[src/inc/dtc_params.svh]
`ifndef DTC_PARAMS_SVH
`define DTC_PARAMS_SVH
// Register byte offsets on the AXI4-Lite slave
`define DTC_A_PRIO    8'h00
`define DTC_A_ISTAT   8'h04
`define DTC_A_IMASK   8'h08
`define DTC_A_STATUS  8'h0c
// Channel pages: channel 0 at 0x20, channel 1 at 0x40
`define DTC_PG_CH0    3'h1
`define DTC_PG_CH1    3'h2
`define DTC_O_CTRL    5'h00
`define DTC_O_SRC     5'h04
`define DTC_O_DST     5'h08
`define DTC_O_BLK     5'h0c
`define DTC_O_REP     5'h10
// Channel control fields
`define DTC_F_EN      0
`define DTC_F_SWTRIG  1
`define DTC_F_BURST   3:2
`define DTC_F_TRIG    5:4
`define DTC_F_CHAIN   6
`define DTC_F_CRC     7
`define DTC_F_SMODE   9:8
`define DTC_F_DMODE   11:10
`define DTC_F_SRL     13:12
`define DTC_F_DRL     15:14
`define DTC_PRIO_RR   0
// Field codes
`define DTC_TRIG_SW   2'h0
`define DTC_TRIG_PER  2'h1
`define DTC_TRIG_EVT  2'h2
`define DTC_AM_INC    2'h1
`define DTC_AM_DEC    2'h2
`define DTC_RL_BURST  2'h1
`define DTC_RL_BLOCK  2'h2
`define DTC_RL_TXN    2'h3
// Sizes, windows and answers
`define DTC_BLK_FULL  17'h10000
`define DTC_REP_FULL  9'h100
`define DTC_NVM_BASE  24'h001000
`define DTC_NVM_MASK  24'hfff800
`define DTC_RESP_OK   2'h0
`define DTC_RESP_ERR  2'h2
`endif

[src/inc/dtc_pkg.sv]
package dtc_pkg;
	typedef enum logic [2:0] {DTC_IDLE = 3'b001, DTC_RD = 3'b010, DTC_WR = 3'b100} dtc_st_t;
	typedef struct packed {
		logic [23:0] src, dst, src_cur, dst_cur;
		logic [15:0] blk;
		logic [16:0] blk_left;
		logic [7:0]  rep;
		logic [8:0]  rep_left;
		logic [15:0] ctrl;
		logic        busy;
	} dtc_chan_t;
	typedef struct packed {logic valid; logic [23:0] addr;} dtc_rd_req_t;
	typedef struct packed {logic ready; logic dvalid; logic [7:0] data; logic err;} dtc_rd_rsp_t;
	typedef struct packed {logic valid; logic [23:0] addr; logic [7:0] data;} dtc_wr_req_t;
	typedef struct packed {logic ready; logic err;} dtc_wr_rsp_t;
	typedef struct packed {logic valid; logic [7:0] data; logic ch;} dtc_crc_t;
	typedef struct packed {
		dtc_chan_t [1:0] ch;
		dtc_st_t         st;
		logic            act, last, prio, nvm_ph;
		logic [3:0]      blen, icnt, rcnt, wcnt;
		logic [7:0][7:0] bbuf;
		logic [3:0]      istat, imask;
		logic            aw_got, w_got, bvalid, rvalid;
		logic [7:0]      awaddr;
		logic [31:0]     wdata, rdata;
		logic [3:0]      wstrb;
		logic [1:0]      bresp, rresp;
		dtc_rd_req_t     rd;
		dtc_wr_req_t     wr;
		dtc_crc_t        crc;
	} dtc_state_t;
endpackage

[src/design/dtc_top.sv]
`timescale 1ns/1ps
`include "dtc_params.svh"
// How it works
// [RL1] Bursts of one, two, four or eight bytes
// [RL2] Block size from one byte to 64KB
// [RL3] Repeat counter re-runs block, up to 16MB
// [RL4] Addresses fixed, incrementing or decrementing per byte
// [RL5] Address reload after burst, block or transaction
// [RL6] Start on software, peripheral or event trigger
// [RL7] Each channel keeps its own settings
// [RL8] Interrupt on transaction done or error
// [RL9] Chaining hands transfer to the other channel
// [RL10] Memory and peripheral transfers in any combination
// [RL11] Memory-mapped nonvolatile region usable as source
// [RL12] Moved bytes optionally forwarded to CRC
// [RL13] Nonvolatile reads issued every second cycle
// [RL14] Separate read and write bus masters
// [RL15] Fixed or alternating channel priority
module dtc_top (
	// Clock and reset
	input  wire logic                 i_clk,
	input  wire logic                 i_rst,
	// AXI4-Lite slave
	input  wire logic                 i_awvalid,
	output logic                      o_awready,
	input  wire logic [7:0]           i_awaddr,
	input  wire logic                 i_wvalid,
	output logic                      o_wready,
	input  wire logic [31:0]          i_wdata,
	input  wire logic [3:0]           i_wstrb,
	output logic                      o_bvalid,
	input  wire logic                 i_bready,
	output logic [1:0]                o_bresp,
	input  wire logic                 i_arvalid,
	output logic                      o_arready,
	input  wire logic [7:0]           i_araddr,
	output logic                      o_rvalid,
	input  wire logic                 i_rready,
	output logic [31:0]               o_rdata,
	output logic [1:0]                o_rresp,
	// Triggers
	input  wire logic [1:0]           i_periph_req,
	input  wire logic [1:0]           i_event,
	// Read and write masters
	output dtc_pkg::dtc_rd_req_t      o_rd,
	input  wire dtc_pkg::dtc_rd_rsp_t i_rd,
	output dtc_pkg::dtc_wr_req_t      o_wr,
	input  wire dtc_pkg::dtc_wr_rsp_t i_wr,
	// CRC feed and interrupt
	output dtc_pkg::dtc_crc_t         o_crc,
	output logic                      o_irq
);
	import dtc_pkg::*;

	dtc_state_t s_reg, s_next;
	dtc_chan_t  c;
	logic       rd_iss, wr_acc, bend, aerr;
	logic [1:0] done_ev, err_ev, swt, cand;
	logic [3:0] clr;
	logic [31:0] tmp;

	function automatic logic [31:0] merge(input logic [31:0] o, d, input logic [3:0] st);
		logic [31:0] m;
		m = {{8{st[3]}}, {8{st[2]}}, {8{st[1]}}, {8{st[0]}}};
		return (o & ~m) | (d & m);
	endfunction

	function automatic logic [23:0] step(input logic [23:0] a, input logic [1:0] mode);
		return (mode == `DTC_AM_INC) ? a + 24'h1 : (mode == `DTC_AM_DEC) ? a - 24'h1 : a;
	endfunction

	function automatic logic is_nvm(input logic [23:0] a);
		return (a & `DTC_NVM_MASK) == `DTC_NVM_BASE;
	endfunction

	// Returns hit and channel index of a channel page address
	function automatic logic [1:0] chan_of(input logic [7:0] a);
		return {(a[7:5] == `DTC_PG_CH0) || (a[7:5] == `DTC_PG_CH1), a[7:5] == `DTC_PG_CH1};
	endfunction

	function automatic dtc_chan_t start_ch(input dtc_chan_t x);
		dtc_chan_t y;
		y = x;
		y.busy = 1'b1;
		y.src_cur = x.src;
		y.dst_cur = x.dst;
		y.blk_left = (x.blk == 16'h0) ? `DTC_BLK_FULL : {1'b0, x.blk};
		y.rep_left = (x.rep == 8'h0) ? `DTC_REP_FULL : {1'b0, x.rep};
		return y;
	endfunction

	assign o_awready = !s_reg.aw_got && !s_reg.bvalid;
	assign o_wready  = !s_reg.w_got && !s_reg.bvalid;
	assign o_arready = !s_reg.rvalid;
	assign o_bvalid  = s_reg.bvalid;
	assign o_bresp   = s_reg.bresp;
	assign o_rvalid  = s_reg.rvalid;
	assign o_rdata   = s_reg.rdata;
	assign o_rresp   = s_reg.rresp;
	assign o_rd      = s_reg.rd;
	assign o_wr      = s_reg.wr;
	assign o_crc     = s_reg.crc;
	assign o_irq     = |(s_reg.istat & s_reg.imask);

	always_comb
	begin
		s_next = s_reg;
		c = s_reg.ch[s_reg.act];
		rd_iss = 1'b0;
		wr_acc = 1'b0;
		bend = 1'b0;
		aerr = 1'b0;
		done_ev = 2'b00;
		err_ev = 2'b00;
		swt = 2'b00;
		cand = 2'b00;
		clr = 4'h0;
		tmp = 32'h0;
		s_next.crc.valid = 1'b0;
		// Write channels taken in either order, acted on once both are held
		if (i_awvalid && o_awready)
		begin
			s_next.aw_got = 1'b1;
			s_next.awaddr = i_awaddr;
		end
		if (i_wvalid && o_wready)
		begin
			s_next.w_got = 1'b1;
			s_next.wdata = i_wdata;
			s_next.wstrb = i_wstrb;
		end
		if (s_reg.bvalid && i_bready)
			s_next.bvalid = 1'b0;
		if (s_reg.aw_got && s_reg.w_got)
		begin
			s_next.aw_got = 1'b0;
			s_next.w_got = 1'b0;
			s_next.bvalid = 1'b1;
			s_next.bresp = `DTC_RESP_OK;
			if (chan_of(s_reg.awaddr) == 2'b00 || chan_of(s_reg.awaddr) == 2'b01)
			begin
				case (s_reg.awaddr)
					`DTC_A_PRIO: begin
						tmp = merge({31'h0, s_reg.prio}, s_reg.wdata, s_reg.wstrb);
						s_next.prio = tmp[`DTC_PRIO_RR];
					end
					`DTC_A_ISTAT: begin
						tmp = merge(32'h0, s_reg.wdata, s_reg.wstrb);
						clr = tmp[3:0];
					end
					`DTC_A_IMASK: begin
						tmp = merge({28'h0, s_reg.imask}, s_reg.wdata, s_reg.wstrb);
						s_next.imask = tmp[3:0];
					end
					`DTC_A_STATUS: ;
					default: s_next.bresp = `DTC_RESP_ERR;
				endcase
			end
			else
			begin
				// Per-channel settings, fully separate copies
				case (s_reg.awaddr[4:0])
					`DTC_O_CTRL: begin // RL7
						tmp = merge({16'h0, s_reg.ch[s_reg.awaddr[6]].ctrl}, s_reg.wdata,
							s_reg.wstrb);
						swt[s_reg.awaddr[6]] = tmp[`DTC_F_SWTRIG];
						tmp[`DTC_F_SWTRIG] = 1'b0;
						s_next.ch[s_reg.awaddr[6]].ctrl = tmp[15:0];
					end
					`DTC_O_SRC: begin
						tmp = merge({8'h0, s_reg.ch[s_reg.awaddr[6]].src}, s_reg.wdata,
							s_reg.wstrb);
						s_next.ch[s_reg.awaddr[6]].src = tmp[23:0];
					end
					`DTC_O_DST: begin
						tmp = merge({8'h0, s_reg.ch[s_reg.awaddr[6]].dst}, s_reg.wdata,
							s_reg.wstrb);
						s_next.ch[s_reg.awaddr[6]].dst = tmp[23:0];
					end
					`DTC_O_BLK: begin
						tmp = merge({16'h0, s_reg.ch[s_reg.awaddr[6]].blk}, s_reg.wdata,
							s_reg.wstrb);
						s_next.ch[s_reg.awaddr[6]].blk = tmp[15:0];
					end
					`DTC_O_REP: begin
						tmp = merge({24'h0, s_reg.ch[s_reg.awaddr[6]].rep}, s_reg.wdata,
							s_reg.wstrb);
						s_next.ch[s_reg.awaddr[6]].rep = tmp[7:0];
					end
					default: s_next.bresp = `DTC_RESP_ERR;
				endcase
			end
		end
		// Trigger selection per channel
		for (int i = 0; i < 2; i++)
		begin
			if (s_next.ch[i].ctrl[`DTC_F_EN] && !s_reg.ch[i].busy &&
				((s_next.ch[i].ctrl[`DTC_F_TRIG] == `DTC_TRIG_SW && swt[i]) ||
				(s_next.ch[i].ctrl[`DTC_F_TRIG] == `DTC_TRIG_PER && i_periph_req[i]) ||
				(s_next.ch[i].ctrl[`DTC_F_TRIG] == `DTC_TRIG_EVT && i_event[i])))
				s_next.ch[i] = start_ch(s_next.ch[i]); // RL6
			cand[i] = s_reg.ch[i].busy && s_reg.ch[i].ctrl[`DTC_F_EN];
		end
		c = s_next.ch[s_reg.act]; // RL7
		// Engine: one burst per grant, read side then write side
		case (s_reg.st)
			DTC_IDLE: begin
				if (cand != 2'b00)
				begin
					// RL15
					s_next.act = (cand == 2'b11) ? (s_reg.prio && !s_reg.last) : cand[1];
					s_next.last = s_next.act;
					s_next.st = DTC_RD;
					s_next.blen = 4'h1 << s_reg.ch[s_next.act].ctrl[`DTC_F_BURST]; // RL1
					if (s_reg.ch[s_next.act].blk_left < {13'h0, s_next.blen})
						s_next.blen = s_reg.ch[s_next.act].blk_left[3:0];
					s_next.icnt = 4'h0;
					s_next.rcnt = 4'h0;
					s_next.wcnt = 4'h0;
					s_next.nvm_ph = 1'b0;
				end
			end
			DTC_RD: begin
				if (s_reg.rd.valid && i_rd.ready)
					s_next.rd.valid = 1'b0;
				s_next.nvm_ph = 1'b0;
				// Any address, memory or peripheral, is a valid source
				if ((!s_reg.rd.valid || i_rd.ready) && s_reg.icnt != s_reg.blen &&
					!s_reg.nvm_ph)
				begin
					rd_iss = 1'b1;
					s_next.rd.valid = 1'b1; // RL10 RL14
					s_next.rd.addr = c.src_cur;
					s_next.nvm_ph = is_nvm(c.src_cur); // RL11 RL13
					c.src_cur = step(c.src_cur, c.ctrl[`DTC_F_SMODE]); // RL4
					s_next.icnt = s_reg.icnt + 4'h1;
				end
				if (i_rd.dvalid)
				begin
					s_next.bbuf[s_reg.rcnt[2:0]] = i_rd.data;
					s_next.rcnt = s_reg.rcnt + 4'h1;
					if (i_rd.err)
						aerr = 1'b1;
					else if (s_reg.rcnt + 4'h1 == s_reg.blen)
					begin
						s_next.st = DTC_WR;
						s_next.icnt = 4'h0;
					end
				end
			end
			DTC_WR: begin
				if (s_reg.wr.valid && i_wr.ready)
				begin
					wr_acc = 1'b1;
					s_next.wr.valid = 1'b0;
					s_next.wcnt = s_reg.wcnt + 4'h1;
					if (c.ctrl[`DTC_F_CRC])
						s_next.crc = '{valid: 1'b1, data: s_reg.wr.data, ch: s_reg.act}; // RL12
					if (i_wr.err)
						aerr = 1'b1;
					else if (s_reg.wcnt + 4'h1 == s_reg.blen)
						bend = 1'b1;
				end
				if (!aerr && !bend && (!s_reg.wr.valid || i_wr.ready) &&
					s_reg.icnt != s_reg.blen)
				begin
					s_next.wr = '{valid: 1'b1, addr: c.dst_cur, data: s_reg.bbuf[s_reg.icnt[2:0]]};
					c.dst_cur = step(c.dst_cur, c.ctrl[`DTC_F_DMODE]); // RL4 RL14
					s_next.icnt = s_reg.icnt + 4'h1;
				end
				if (bend)
				begin
					s_next.st = DTC_IDLE;
					c.blk_left = c.blk_left - {13'h0, s_reg.blen}; // RL2
					if (c.ctrl[`DTC_F_SRL] == `DTC_RL_BURST)
						c.src_cur = c.src; // RL5
					if (c.ctrl[`DTC_F_DRL] == `DTC_RL_BURST)
						c.dst_cur = c.dst;
					if (c.blk_left == 17'h0)
					begin
						c.rep_left = c.rep_left - 9'h1; // RL3
						c.blk_left = (c.blk == 16'h0) ? `DTC_BLK_FULL : {1'b0, c.blk};
						if (c.ctrl[`DTC_F_SRL] == `DTC_RL_BLOCK)
							c.src_cur = c.src; // RL5
						if (c.ctrl[`DTC_F_DRL] == `DTC_RL_BLOCK)
							c.dst_cur = c.dst;
						if (c.rep_left == 9'h0)
						begin
							c.busy = 1'b0;
							done_ev[s_reg.act] = 1'b1; // RL8
							if (c.ctrl[`DTC_F_SRL] == `DTC_RL_TXN)
								c.src_cur = c.src; // RL5
							if (c.ctrl[`DTC_F_DRL] == `DTC_RL_TXN)
								c.dst_cur = c.dst;
						end
					end
				end
			end
			default: s_next.st = DTC_IDLE;
		endcase
		if (aerr)
		begin
			c.busy = 1'b0;
			err_ev[s_reg.act] = 1'b1; // RL8
			s_next.st = DTC_IDLE;
			s_next.rd.valid = 1'b0;
			s_next.wr.valid = 1'b0;
		end
		if (s_reg.st != DTC_IDLE)
			s_next.ch[s_reg.act] = c;
		if (done_ev[s_reg.act] && c.ctrl[`DTC_F_CHAIN] &&
			s_reg.ch[~s_reg.act].ctrl[`DTC_F_EN] && !s_next.ch[~s_reg.act].busy)
			s_next.ch[~s_reg.act] = start_ch(s_next.ch[~s_reg.act]); // RL9
		// Set wins over a same-cycle write-one-to-clear
		s_next.istat = (s_reg.istat & ~clr) | {err_ev, done_ev};
		// Read channel
		if (i_arvalid && o_arready)
		begin
			s_next.rvalid = 1'b1;
			s_next.rresp = `DTC_RESP_OK;
			s_next.rdata = 32'h0;
			if (chan_of(i_araddr) == 2'b00 || chan_of(i_araddr) == 2'b01)
			begin
				case (i_araddr)
					`DTC_A_PRIO: s_next.rdata = {31'h0, s_reg.prio};
					`DTC_A_ISTAT: s_next.rdata = {28'h0, s_reg.istat};
					`DTC_A_IMASK: s_next.rdata = {28'h0, s_reg.imask};
					`DTC_A_STATUS: s_next.rdata = {27'h0, s_reg.st, s_reg.ch[1].busy,
						s_reg.ch[0].busy};
					default: s_next.rresp = `DTC_RESP_ERR;
				endcase
			end
			else
			begin
				case (i_araddr[4:0])
					`DTC_O_CTRL: s_next.rdata = {16'h0, s_reg.ch[i_araddr[6]].ctrl};
					`DTC_O_SRC: s_next.rdata = {8'h0, s_reg.ch[i_araddr[6]].src};
					`DTC_O_DST: s_next.rdata = {8'h0, s_reg.ch[i_araddr[6]].dst};
					`DTC_O_BLK: s_next.rdata = {16'h0, s_reg.ch[i_araddr[6]].blk};
					`DTC_O_REP: s_next.rdata = {24'h0, s_reg.ch[i_araddr[6]].rep};
					default: s_next.rresp = `DTC_RESP_ERR;
				endcase
			end
		end
		else if (s_reg.rvalid && i_rready)
			s_next.rvalid = 1'b0;
	end

	always_ff @(posedge i_clk or posedge i_rst)
	begin
		if (i_rst)
		begin
			s_reg <= '0;
			s_reg.st <= DTC_IDLE;
		end
		else
			s_reg <= s_next;
	end
endmodule // dtc_top

[config.mk]
export PLATFORM = sky130hd
export DESIGN_NAME = dtc_top
export DESIGN_NICKNAME = d
export VERILOG_FILES = /design/src/inc/dtc_pkg.sv /design/src/design/dtc_top.sv
export VERILOG_INCLUDE_DIRS = /design/src /design/src/inc
export SDC_FILE = /design/constraint.sdc
export NUM_CORES = 2
export LEC_CHECK = 0
export ABC_AREA = 1
export BUFFER_PORTS_ARGS = -buffer_cell sky130_fd_sc_hd__buf_2
export CORE_ASPECT_RATIO = 0.8
export CORE_MARGIN = 5
export CORE_UTILIZATION = 63
export DETAILED_ROUTE_END_ITERATION = 8
export MAX_ROUTING_LAYER = met4
export PLACE_DENSITY_LB_ADDON = 0.15
export SLEW_MARGIN = 30
export SYNTH_ARGS = -nofsm -noshare
export SYNTH_HDL_FRONTEND = slang
export SYNTH_SLANG_ARGS = --single-unit
[constraint.sdc]
create_clock -name i_clk -period 20.8 [get_ports i_clk]
set_input_delay 1.04 -clock i_clk [delete_from_list [all_inputs] [get_ports i_clk]]
set_output_delay 1.04 -clock i_clk [all_outputs]
set_load 0.02 [all_outputs]
==> metrics <==
status complete, no violations; routed wire length per instance 21.9 um; Site Rows 82; Crit path buffers/inverters 5; Synth async-reset ratio 100%; Worst setup SP type flip-flop; layout overhead on the synthesized area 6.24%; DRC 0; clock transition at the registers of the reported paths 0.06 ns; width of the die 291 um; post-synthesis cell area 39,900 sq um; nets@finish 6,089; vias in the first global route 38.1k; clock sinks 553; reg2reg setup slack approximately 11 ns; Starting DRT DRC Count 6,870; Worst Path Arrival 10.19 ns; Max Freq between 0.1 and 0.15 GHz; met1 GRT Util 59.0%; EDFF count, synth 0; multiplexer share of the synthesized area 0.982%; Max-slew headroom 25.2%; crit-path most repeated cell nand2_1; multi-input logic area 21,300 sq um; fillers 5,623; worst slew pin tran between 1 and 1.5 ns; Critical Path RT between 20 and 25 ns; clk buf depth 3; number of flip-flops under the largest register name 452; Synth Warn # 0; CTS tree built; Final Setup Violations 0; Initial Util a little under two thirds; Synth Area in Simple Gates 31.5%; setup bufs post-CTS 0; post-synthesis adder-cell area fraction 0.552%; worst reg-to-reg path cell count 32; R2R Path Start s_reg[146]; GRT overflow 0; initial antenna violation count 10; share of post-route cells with drive strength above 1 under 10%; Hold Startpoint o_crc[0]; Setup crit end kind flip-flop; Hold Crit Class flip-flop to flip-flop; largest family of logic cells by synthesized area simple AND/OR/NAND/NOR gates; Worst-Skew Late Latency between 0.6 and 0.7 ns; clk root buf clkbuf_16; GRT Overall Usage 43.3%; RSZ-0062 raised after global routing false; Critical Path Max Stage Delay 1.09 ns; io pins 186; die height 235 um; Worst Hold Path EP o_crc[0]; critical path depth in cells 32; final core occ 67.6%; Reg2Reg Capture Point s_reg[327]; CP max-delay cell inv_1; largest net degree at the start of global routing 150; I/O Buffers 166; final hold violation count 0; Post-DP HPWL 102 mm; max-cap violations 0; M2 GR Usage a little under three fifths; H-tree depth 2; ys flop type dfrtp_1; Power Density between 70 and 80 nW/um^2; post-synthesis cell count 6,113; Hold Buf Count CTS 0; worst IR drop on VDD a little under 0.08 mV; LEAKAGE 20.7 nW; register area 13,800 sq um; met3 GRT Util approximately 18%; part of the Yosys area used for sequential elements 34.7%; final setup TNS 0 ns; Routed WL about 150 mm; Yosys cell types 70; critical path class flip-flop to flip-flop; GR peak layer met1; kind of cell adding the most delay to the critical path simple AND/OR/NAND/NOR gates; vias per std cell a little over 6; share of the clock period used by the worst path after layout 46.1%; GP Congestion 1.07; DRT antenna net count 0; DRT Pass-1 Iters 8; vias after detailed routing 42.7k; TritonCTS Buffers 58; syn avg cell area 6.52 sq um; Worst Hold Depth 2; Final Max Slew Viols 0; first-pass GRT wire length 227 mm; skew final 0.0386 ns; die area ~70,000 sq um; core box area 62,700 sq um; xor-xnor portion of the synthesized cell area less than 1%; crit path max fanout 84; Synth Area in Compound Gates 19.1%; fin crit period 9.60 ns; PostCTS Resize Cnt 0; #FFs+latches synth 553
==> layout make-up <==
| cell class | instances | area share [%] |
|---|---|---|
| repair buffers | 270 | 3.91 |
| well taps | 840 | 2.48 |
| diodes | 14 | 0.0827 |
| inverters | 642 | 5.74 |
| multi-input cells | 4471 | 50.2 |
| clock inverters | 30 | 1.04 |
| clock buffers | 77 | 3.81 |
| flip-flops and latches | 553 | 32.7 |
==> tightest hold or removal path, delay by kind of cell (launching register included) <==
kind,cells,cell delay (ns)
flops,1,0.34
simple gates,2,0.10
==> synth_stat cells (all sizes together), types with 7 or more instances <==
cell type / count / area share [%]
nand3b: 8 / 0.16
clkinv: 8 / 0.075
xor2: 22 / 0.53
clkbuf: 182 / 1.7
o22ai: 54 / 0.86
o21a: 14 / 0.26
nand3: 490 / 6.4
mux2i: 20 / 0.50
or2: 24 / 0.38
dfrtp: 552 / 35
a31oi: 14 / 0.22
a32oi: 7 / 0.15
o21ai: 969 / 12
nor2: 443 / 4.6
xnor2: 13 / 0.29
o31ai: 7 / 0.13
nand4: 101 / 1.6
nor4: 17 / 0.27
o211ai: 81 / 1.5
ha: 16 / 0.50
inv: 634 / 6.0
a22oi: 31 / 0.58
a21oi: 203 / 2.6
mux2: 17 / 0.48
nor3: 30 / 0.42
nand2: 1838 / 18
buf: 274 / 4.5
==> power breakdown <==
group	switching, W	internal [W]
Combinational	0.000644	0.000225
Clock	0.000484	0.000671
Sequential	0.0000700	0.00114
Total	0.00120	0.00204
==> how the worst max path moves through the flow <==
stage	start	end	slack [ns]
6_report	s_reg[146]	s_reg[327]	11.20
3_3_place_gp	s_reg[146]	s_reg[289]	11.75
3_5_place_dp	s_reg[146]	s_reg[289]	11.66
5_1_grt	s_reg[146]	s_reg[329]	10.97
4_1_cts	s_reg[146]	s_reg[329]	11.65
2_1_floorplan	i_rst	async pin	4.30
==> routing by layer <==
metal | part of all wire (%) | routed length (um)
met2 | 39 | 59300
met1 | 39 | 59000
met3 | 17 | 26200
met5 | 0 | 0
met4 | 4.3 | 6490
==> cell families after synthesis <==
logic type	Yosys count
flops	553
compound gates	1410
fa+ha+maj	17
xor+xnor	35
other cells	1
simple gates	2962
buf+inv	1098
mux	37
==> placed cells by master, fill, tap and decap left out, types with 17 or more instances in the layout <==
cell	Yosys	final
nand4_1	99	99
o22ai_1	53	53
o211ai_1	81	81
dfrtp_1	552	549
mux2_2	17	17
nand3_1	474	474
o21ai_0	863	853
xor2_1	21	21
buf_2	100	165
nand2_1	1814	1809
nor3_1	28	27
nand2_2	20	25
inv_2	19	19
inv_1	614	611
mux2i_1	20	18
a22oi_1	31	31
clkbuf_16	0	59
o21ai_1	104	114
buf_4	125	101
nor2_1	421	417
a21oi_1	201	201
or2_2	24	24
==> per-stage QoR <==
| stage | area [sq um] | worst slack (ns) | instances | hold slack, ns | total power (W) |
|---|---|---|---|---|---|
| 2_1_floorplan | 39900 | 4.30 | 6122 | 0.443 | 0.00182 |
| 3_3_place_gp | 40200 | 11.75 | 6775 | 0.453 | 0.00203 |
| 3_5_place_dp | 40200 | 11.66 | 6775 | 0.454 | 0.00205 |
| 4_1_cts | 42300 | 11.65 | 6882 | 0.470 | 0.00319 |
| 5_1_grt | 42300 | 10.97 | 6892 | 0.493 | 0.00336 |
| 6_report | 42400 | 11.20 | 6897 | 0.468 | 0.00323 |
Note: power is estimated with default switching activity, not from simulation.
